## src/core/psr_pkg.sv

```systemverilog
// Purpose: constants for the pseudo-static ram host controller
// Assumes: 250 MHz system clock, fastest speed grade timings
// Notes:   least times round up, longest times round down
package psr_pkg;
  localparam int CLK_PERIOD_PS        = 4000;
  localparam int POWERUP_WAIT_US      = 100;
  localparam int INIT_CYCLES          = 8;
  localparam int REFRESH_WINDOW_MS    = 32;
  localparam int REFRESH_ROWS         = 2048;
  localparam int SELF_EXIT_DEADLINE_US = 15;
  localparam int SELF_REFRESH_EXIT_TIME_NS   = 600;
  localparam int SELF_REFRESH_PULSE_WIDTH_US = 8;
  localparam int AUTO_REFRESH_PULSE_WIDTH_NS = 70;
  localparam int AUTO_REFRESH_CYCLE_TIME_NS  = 115;
  localparam int REFRESH_INTERVAL_NS  = 15600;
  localparam int ACCESS_CYCLE_NS      = 115;
  localparam int STROBE_LOW_NS        = 70;
  localparam int DATA_SETUP_NS        = 20;

  // least times: round up
  localparam int POWERUP_CYC   = (POWERUP_WAIT_US * 1000000 + CLK_PERIOD_PS - 1) / CLK_PERIOD_PS + 1;
  localparam int SR_EXIT_CYC   = (SELF_REFRESH_EXIT_TIME_NS * 1000 + CLK_PERIOD_PS - 1) / CLK_PERIOD_PS;
  localparam int SR_PULSE_CYC  = (SELF_REFRESH_PULSE_WIDTH_US * 1000000 + CLK_PERIOD_PS - 1)
                                 / CLK_PERIOD_PS;
  localparam int AR_PULSE_CYC  = (AUTO_REFRESH_PULSE_WIDTH_NS * 1000 + CLK_PERIOD_PS - 1)
                                 / CLK_PERIOD_PS;
  localparam int AR_CYCLE_CYC  = (AUTO_REFRESH_CYCLE_TIME_NS * 1000 + CLK_PERIOD_PS - 1)
                                 / CLK_PERIOD_PS;
  localparam int ACC_CYCLE_CYC = (ACCESS_CYCLE_NS * 1000 + CLK_PERIOD_PS - 1) / CLK_PERIOD_PS;
  localparam int STROBE_CYC    = (STROBE_LOW_NS * 1000 + CLK_PERIOD_PS - 1) / CLK_PERIOD_PS;
  localparam int DSETUP_CYC    = (DATA_SETUP_NS * 1000 + CLK_PERIOD_PS - 1) / CLK_PERIOD_PS;
  // longest time: round down
  localparam int REF_INT_CYC   = REFRESH_INTERVAL_NS * 1000 / CLK_PERIOD_PS;
endpackage

```

## src/core/psr_host.sv

```systemverilog
// Purpose: host controller for an asynchronous pseudo-static ram
// Assumes: one 250 MHz clock; device pins registered
// Notes:   refresh has priority over user accesses once due
`timescale 1ns/1ns
// How it works
// RULE_01: device writes only while chip select and write strobe both low
// RULE_02: write ends at first rise of write strobe or chip select
// RULE_03: chip select falling with or after write strobe keeps outputs off
// RULE_04: output enable off before driving data; release data before re-enable
// RULE_05: after power-up wait over 100 us, then eight dummy cycles
// RULE_06: all 2048 refreshes within each 32 ms window
// RULE_07: refresh within 15 us after leaving self refresh
// RULE_08: chip select and strobe high 600 ns on self refresh exit
// RULE_09: no refresh strobe fall during self refresh exit time
// RULE_10: strobe low at least 8 us enters self refresh until release
// RULE_11: auto refresh pulse 70 ns to under 8 us, 115 ns apart
// RULE_12: strobe low with chip select high refreshes, else output enable
// RULE_13: never emit a refresh pulse shorter than minimum width
// RULE_14: interval counter issues refresh every 15.6 us, keeps deferred ones
module psr_host import psr_pkg::*; #(
  parameter int AW          = 19,
  parameter int DW          = 8,
  parameter int POWERUP_CNT = POWERUP_CYC,
  parameter int REF_INT_CNT = REF_INT_CYC,
  parameter int SR_PULSE_CNT = SR_PULSE_CYC
) (
  input  wire logic          sys_clk_i,
  input  wire logic          rst_n_i,
  input  wire logic          req_valid_i,
  input  wire logic          req_write_i,
  input  wire logic [AW-1:0] req_addr_i,
  input  wire logic [DW-1:0] req_wdata_i,
  output logic               req_ready_o,
  output logic               rsp_valid_o,
  output logic [DW-1:0]      rsp_rdata_o,
  input  wire logic          self_refresh_req_i,
  output logic               self_refresh_o,
  output logic               init_done_o,
  output logic               chip_sel_n_o,
  output logic               write_strobe_n_o,
  output logic               output_or_refresh_strobe_n_o,
  output logic [AW-1:0]      addr_o,
  input  wire logic [DW-1:0] data_i,
  output logic [DW-1:0]      data_o,
  output logic               data_oe_o
);
  initial begin
    if (AW < 1 || DW < 1 || POWERUP_CNT < 2 || REF_INT_CNT < 2 * AR_CYCLE_CYC
        || SR_PULSE_CNT < 1)
      $error("psr_host: parameter out of range");
  end

  typedef enum {ST_POWERUP, ST_INIT, ST_IDLE, ST_RD, ST_WR, ST_AR_LOW, ST_AR_HIGH,
                ST_SR_LOW, ST_SR_EXIT} psr_state_e;

  typedef struct packed {
    psr_state_e    st;
    logic [31:0]   cnt;
    logic [31:0]   ref_tmr;
    logic [7:0]    owed;
    logic [3:0]    init_n;
    logic          ce_n;
    logic          we_n;
    logic          oe_n;
    logic [AW-1:0] addr;
    logic [DW-1:0] dout;
    logic          doe;
    logic [DW-1:0] rdata;
    logic          rvalid;
    logic          sr;
    logic          done;
  } psr_state_s;

  psr_state_s s_r, s_nxt;
  logic [DW-1:0] din_meta_r, din_sync_r;
  logic [1:0]    srq_sync_r;

  // pin data and async request pass two flops
  always_ff @(posedge sys_clk_i or negedge rst_n_i) begin
    if (!rst_n_i) begin
      din_meta_r <= '0;
      din_sync_r <= '0;
      srq_sync_r <= 2'b00;
    end else begin
      din_meta_r <= data_i;
      din_sync_r <= din_meta_r;
      srq_sync_r <= {srq_sync_r[0], self_refresh_req_i};
    end
  end

  logic ref_due;
  assign ref_due = (s_r.owed != 8'h00);

  always_comb begin
    s_nxt        = s_r;
    s_nxt.rvalid = 1'b0;
    s_nxt.cnt    = (s_r.cnt != 32'h0) ? s_r.cnt - 32'h1 : 32'h0;
    // RULE_14 interval counter pacing
    if (s_r.done && s_r.st != ST_SR_LOW) begin
      if (s_r.ref_tmr >= 32'(REF_INT_CNT - 1)) begin
        s_nxt.ref_tmr = 32'h0;
        if (s_r.owed != 8'hff) s_nxt.owed = s_r.owed + 8'h01;
      end else begin
        s_nxt.ref_tmr = s_r.ref_tmr + 32'h1;
      end
    end
    case (s_r.st)
      ST_POWERUP: begin
        // RULE_05 power-up pause
        if (s_r.cnt == 32'h0) begin
          s_nxt.st     = ST_INIT;
          s_nxt.init_n = 4'(INIT_CYCLES);
        end
      end
      ST_INIT: begin
        // RULE_05 dummy refresh cycles
        if (s_r.init_n == 4'h0) begin
          s_nxt.st   = ST_IDLE;
          s_nxt.done = 1'b1;
        end else begin
          s_nxt.init_n = s_r.init_n - 4'h1;
          s_nxt.oe_n   = 1'b0;
          s_nxt.cnt    = 32'(AR_PULSE_CYC - 1);
          s_nxt.st     = ST_AR_LOW;
        end
      end
      ST_IDLE: begin
        if (srq_sync_r[1]) begin
          // RULE_10 long strobe low
          s_nxt.oe_n = 1'b0;
          s_nxt.sr   = 1'b1;
          s_nxt.cnt  = 32'(SR_PULSE_CNT - 1);
          s_nxt.st   = ST_SR_LOW;
        end else if (ref_due) begin
          // RULE_12 strobe low with chip select high
          s_nxt.oe_n = 1'b0;
          s_nxt.owed = s_nxt.owed - 8'h01;
          s_nxt.cnt  = 32'(AR_PULSE_CYC - 1);
          s_nxt.st   = ST_AR_LOW;
        end else if (req_valid_i) begin
          s_nxt.addr = req_addr_i;
          s_nxt.ce_n = 1'b0;
          s_nxt.cnt  = 32'(ACC_CYCLE_CYC - 1);
          if (req_write_i) begin
            // RULE_03 write strobe falls with chip select
            // RULE_04 output enable stays high in writes
            s_nxt.we_n = 1'b0;
            s_nxt.dout = req_wdata_i;
            s_nxt.doe  = 1'b1;
            s_nxt.st   = ST_WR;
          end else begin
            s_nxt.oe_n = 1'b0;
            s_nxt.st   = ST_RD;
          end
        end
      end
      ST_RD: begin
        if (s_r.cnt == 32'(ACC_CYCLE_CYC - 1 - STROBE_CYC - 2)) begin
          s_nxt.rdata = din_sync_r;
          s_nxt.ce_n  = 1'b1;
          s_nxt.oe_n  = 1'b1;
        end
        if (s_r.cnt == 32'h0) begin
          s_nxt.rvalid = 1'b1;
          s_nxt.st     = ST_IDLE;
        end
      end
      ST_WR: begin
        // RULE_01 RULE_02 write ends on strobe rise
        if (s_r.cnt == 32'(ACC_CYCLE_CYC - 1 - STROBE_CYC)) begin
          s_nxt.we_n = 1'b1;
          s_nxt.ce_n = 1'b1;
        end
        // RULE_04 data released after strobe rise
        if (s_r.cnt == 32'(ACC_CYCLE_CYC - 2 - STROBE_CYC)) s_nxt.doe = 1'b0;
        if (s_r.cnt == 32'h0) s_nxt.st = ST_IDLE;
      end
      ST_AR_LOW: begin
        // RULE_11 RULE_13 full pulse width
        if (s_r.cnt == 32'h0) begin
          s_nxt.oe_n = 1'b1;
          s_nxt.cnt  = 32'(AR_CYCLE_CYC - AR_PULSE_CYC - 1);
          s_nxt.st   = ST_AR_HIGH;
        end
      end
      ST_AR_HIGH: begin
        // RULE_11 cycle spacing
        if (s_r.cnt == 32'h0) s_nxt.st = s_r.done ? ST_IDLE : ST_INIT;
      end
      ST_SR_LOW: begin
        if (s_r.cnt == 32'h0 && !srq_sync_r[1]) begin
          // RULE_08 RULE_09 exit holds pins high
          s_nxt.oe_n = 1'b1;
          s_nxt.cnt  = 32'(SR_EXIT_CYC - 1);
          s_nxt.st   = ST_SR_EXIT;
        end
      end
      ST_SR_EXIT: begin
        // RULE_07 RULE_06 refresh owed right after exit
        if (s_r.cnt == 32'h0) begin
          s_nxt.sr      = 1'b0;
          s_nxt.ref_tmr = 32'h0;
          if (s_r.owed == 8'h00) s_nxt.owed = 8'h01;
          s_nxt.st      = ST_IDLE;
        end
      end
      default: s_nxt.st = ST_IDLE;
    endcase
  end

  always_ff @(posedge sys_clk_i or negedge rst_n_i) begin
    if (!rst_n_i) begin
      s_r         <= '0;
      s_r.st      <= ST_POWERUP;
      s_r.cnt     <= 32'(POWERUP_CNT - 1);
      s_r.ce_n    <= 1'b1;
      s_r.we_n    <= 1'b1;
      s_r.oe_n    <= 1'b1;
    end else begin
      s_r <= s_nxt;
    end
  end

  assign req_ready_o  = (s_r.st == ST_IDLE) && !ref_due && !srq_sync_r[1];
  assign rsp_valid_o  = s_r.rvalid;
  assign rsp_rdata_o  = s_r.rdata;
  assign self_refresh_o = s_r.sr;
  assign init_done_o  = s_r.done;
  assign chip_sel_n_o = s_r.ce_n;
  assign write_strobe_n_o = s_r.we_n;
  assign output_or_refresh_strobe_n_o = s_r.oe_n;
  assign addr_o       = s_r.addr;
  assign data_o       = s_r.dout;
  assign data_oe_o    = s_r.doe;
  // helper runs: counters stand in for long unrolled repetitions
  logic [31:0] low_run_r;
  logic [31:0] hi_run_r;
  logic [31:0] ar_gap_r;
  wire         ar_start = !s_r.oe_n && s_r.ce_n && (low_run_r == 32'h0);
  always_ff @(posedge sys_clk_i or negedge rst_n_i) begin
    if (!rst_n_i) begin
      low_run_r <= 32'h0;
      hi_run_r  <= 32'h0;
      ar_gap_r  <= 32'hffff_ffff;
    end else begin
      low_run_r <= (!s_r.oe_n && s_r.ce_n) ? low_run_r + 32'h1 : 32'h0;
      hi_run_r  <= (s_r.oe_n && s_r.ce_n) ? hi_run_r + 32'h1 : 32'h0;
      if (ar_start) ar_gap_r <= 32'h1;
      else if (ar_gap_r != 32'hffff_ffff) ar_gap_r <= ar_gap_r + 32'h1;
    end
  end
endmodule // psr_host

```

## config.mk

```make
export PLATFORM = sky130hd
export DESIGN_NAME = psr_host
export DESIGN_NICKNAME = d
export VERILOG_FILES = /design/src/core/psr_pkg.sv /design/src/core/psr_host.sv
export SDC_FILE = /design/constraint.sdc
export NUM_CORES = 1
export LEC_CHECK = 0
export ABC_AREA = 0
export BUFFER_PORTS_ARGS = -buffer_cell sky130_fd_sc_hd__buf_2
export CAP_MARGIN = 0
export CORE_ASPECT_RATIO = 0.75
export CORE_MARGIN = 4
export CORE_UTILIZATION = 40
export DETAILED_ROUTE_END_ITERATION = 6
export GPL_TIMING_DRIVEN = 0
export PLACE_DENSITY = 0.64
export SLEW_MARGIN = 20
export SYNTH_ARGS = -nofsm -noshare
export SYNTH_HDL_FRONTEND = slang
export SYNTH_SLANG_ARGS = --single-unit
```

## constraint.sdc

```tcl
create_clock -name sys_clk_i -period 7.8 [get_ports sys_clk_i]
set_clock_uncertainty 0.15 [all_clocks]
set_input_delay 1.17 -clock sys_clk_i [delete_from_list [all_inputs] [get_ports sys_clk_i]]
set_output_delay 1.17 -clock sys_clk_i [all_outputs]
set_load 0.01 [all_outputs]
```

==> parameters.txt <==
Parameter                              Value

Yosys
  Syn Nets ... 727
  Cell type contributing the most total cell area after synthesis ... dfrtp_1
  Main area contributors after synthesis ... dfrtp_1 (47%), mux2_2 (6.2%), nor2_1 (4.7%)
  Most frequent cell after synthesis ... dfrtp_1
  Share of Yosys cell area claimed by the top area cell type ... 47.1%
  Post-Synthesis Cell Area ... 6950 um2
  Number of flops mapped to enable cells by yosys ... 0
  Commonest cells post-synth ... dfrtp_1 (131), nor2_1 (87), nand2_1 (51)
  Primary flip-flop cell chosen by synthesis mapping ... dfrtp_1
  Proportion of synthesized flip-flops having asynchronous set or reset ... 100%
  Post-synthesis area per instance ... 10.3 um2
  Post-synthesis register bit count ... 140
  Sequential fraction of the synthesis area ... 50.5%
  Cell count after synthesis ... 676
  Number of distinct library cells after synthesis ... 69
  Yosys warnings ... 0

Route
  Per-cell routed wire length ... 15.0 um
  Detailed-router iteration count before antenna repair ... 5
  Remaining DRCs ... 0
  Detailed-route wire length on metal 1 ... 7600 um
  Total via count in the routed design ... 5,322
  Drt initial violations ... 390
  Uppermost metal layer occupied by signal nets ... met4
  Vias per inst ... 5.29
  Number of antenna-violating nets in the routed design ... 0
  Total routed wirelength ... 15,100 um
  Sum of met3 wire segment lengths after detailed routing ... 1000 um
  Routed wire length on met2 ... 6310 um

Clocking
  CTS sink count ... 140
  Largest buffer count on any clock path ... 2
  Number of CTS-inserted buffers ... 17
  Clock root buffer ... clkbuf_16
  H-tree Lvls ... 4
  Clk_lat worst skew ... 0.43 ns
  Total of hold buffers inserted after clock tree synthesis ... 0
  Post-CTS clock slew at the launch and capture registers of the worst setup and hold paths ... 0.07 ns
  TritonCTS clock tree ... built
  Number of buffers inserted to repair setup after CTS ... 0
  Resize count post-CTS ... 0

Global routing
  Initial antenna violation count ... 0
  First-pass GRT wire length ... 25,400 um
  Vias in the first global route ... 4,999
  Global-route usage over all layers ... 16.0%
  Largest net degree at the start of global routing ... 84
  Final global-route overflow total ... 0

Timing
  Worst Hold Slack ... 0.199 ns
  Final Hold Viols ... 0
  Final period demand of the worst path ... 4.04 ns
  Setup_tns ... 0 ns
  Finish-stage setup viols ... 0
  Max-Slew Margin vs Limit ... 51.6%
  Final max-slew violation count ... 0
  Upper clock frequency limit ... 0.247 GHz
  Worst-Margin Slew ... 0.719 ns
  Setup repair after global routing missed its margin ... no
  Portion of the clock cycle consumed by the worst path in the final layout ... 51.8%

Floorplan
  Die W ... 160 um
  Standard-cell rows ... 41
  Die Area ... 19,600 um2
  Chip height ... 122 um
  Top Ports ... 83
  Core area ... 16,900 um2
  Initial core utilization ... 41.1%

Pwr
  Leakage power ... 4.08 nW
  Cell Pwr Density ... 191 nW/um2
  Worst IR drop on VDD ... 0.126 mV

Setup path
  Critical path class ... reg2out
  Worst-path cell chain ... clkbuf_1, or4b_2, clkbuf_1, clkbuf_1, nor3_1, buf_2
  Standard cell with the maximum stage delay on the critical path ... or4b_2
  Crit-path max FO ... 10
  Critical Path End Type ... output pin
  Cell seen most often among critical-path stages ... clkbuf_1
  Worst endpoint data arrival time ... 2.72 ns
  Required time worst endpoint ... 6.48 ns
  Delay of the slowest cell on the worst path ... 0.61 ns
  Type of element launching the critical path ... flop

Place
  IO Port Bufs ... 82
  Final HPWL DP ... 10,600 um
  Placed cell area ... 7670 um2
  Final estimated routing congestion in global placement ... 0.862

Finish
  Utilization of the core after routing ... 49.0%
  Diodes inserted ... 0
  Area added between synthesis and finish ... 19.3%
  Post-route cell area ... 8290 um2
  Post-layout net count ... 829
  Share of final-layout standard cells stronger than drive strength 1 ... 27.8%

Worst hold path
  Class of the tightest hold or removal check ... reg2reg

Status
  Result of the run ... finished clean

Job
  # Max-Cap Violations ... 0
-- per-layer routing --
layer / up-vias / GRT usage [%]
met5: - / 0
met4: 0 / 5.05
met3: 16 / 4.63
met2: 165 / 22.6
met1: 2561 / 23.7
li1: 2580 / -
-- worst max-delay path: cells and delay by family, from the launching register on --
kind | cells | cell delay, ns
buffers and inverters | 4 | 1.05
and+or+nand+nor | 2 | 0.92
DFF | 1 | 0.32
-- cell families after synthesis --
group	share of synthesized area, %
simple gates	20.0
xor+xnor	5.67
mux	6.73
compound gates	9.21
fa+ha+maj	1.98
flops	50.5
buf+inv	5.87
-- power by group --
part | total (mW) | switching, mW | internal [mW]
registers | 0.732 | 0.00152 | 0.731
clock network | 0.818 | 0.380 | 0.438
logic | 0.0330 | 0.0218 | 0.0112
total | 1.58 | 0.403 | 1.18
-- cells in the final DEF, fill, tap and decap left out, types with 3 or more instances in the layout --
cell       Yosys  layout
a21oi_1       27      27
nand2b_1       6       6
nand2_1       51      51
xor2_1        14      14
nor4_1        22      22
a31oi_1        4       4
dfrtp_1      131     131
ha_1          11      11
buf_2          2      83
o21ai_0       25      25
clkbuf_1      18      18
buf_4         36      36
inv_8          0       4
o22ai_1        6       6
dfstp_2        9       9
or4b_2         3       3
and4_1         3       3
nor2_1        87      87
or4_1          5       5
and2_1         6       6
nand3_1       20      20
or3_1          3       3
mux2_2        38      38
mux2i_1        4       4
xnor2_1       31      31
nand4_1        9       9
o2111ai_1      3       3
nor3_1        25      24
inv_1         12      12
clkbuf_16      0      17
clkinv_8       0       6
and3_1        11      11
a41oi_1        3       3
o211a_1        4       4
-- stage by stage --
stage | total power, mW | instances | setup slack, ns
floorplan | 0.751 | 676 | 4.69
global placement | 0.778 | 973 | 3.36
detailed placement | 0.781 | 974 | 4.14
CTS | 1.61 | 1006 | 3.75
global route | 1.65 | 1006 | 3.62
finish | 1.58 | 1006 | 3.76
-- area by class of cell --
type	count	area (um2)
buffer	57	359
multi-input combinational	466	3040
inverter	13	48.8
tap	215	269
fill	1603	8630
timing repair buffer	83	448
sequential	140	3510
clock inverter	15	193
clock buffer	17	425
-- registers in the layout, summed over array words and instances, names as in the netlist, 2 cells and up --
register and flops:
din_meta_r 8, addr_o 19, s_r 80, din_sync_r 8
data_o 8, srq_sync_r 2, rsp_rdata_o 8
-- path summary, 6_finish.rpt --
check / startpoint / endpoint / slack, ns / cells past startpoint
worst max-delay path: s_r[119]$_DFFE_PN0P_ / req_ready_o / 3.76 / 6
worst max register to register: s_r[73]$_DFF_PN0_ / s_r[52]$_DFF_PN0_ / 4.10 / 11
min in group asynchronous: rst_n_i / s_r[76]$_DFF_PN0_ / 0.50 / 1
worst min register to register: din_meta_r[7]$_DFF_PN0_ / din_sync_r[7]$_DFF_PN0_ / 0.20 / 0
max in group asynchronous: rst_n_i / output_or_refresh_strobe_n_o$_DFFE_PN1P_ / 6.22 / 2
worst min-delay path: din_meta_r[7]$_DFF_PN0_ / din_sync_r[7]$_DFF_PN0_ / 0.20 / 0
(Power assumes the default switching activity.)
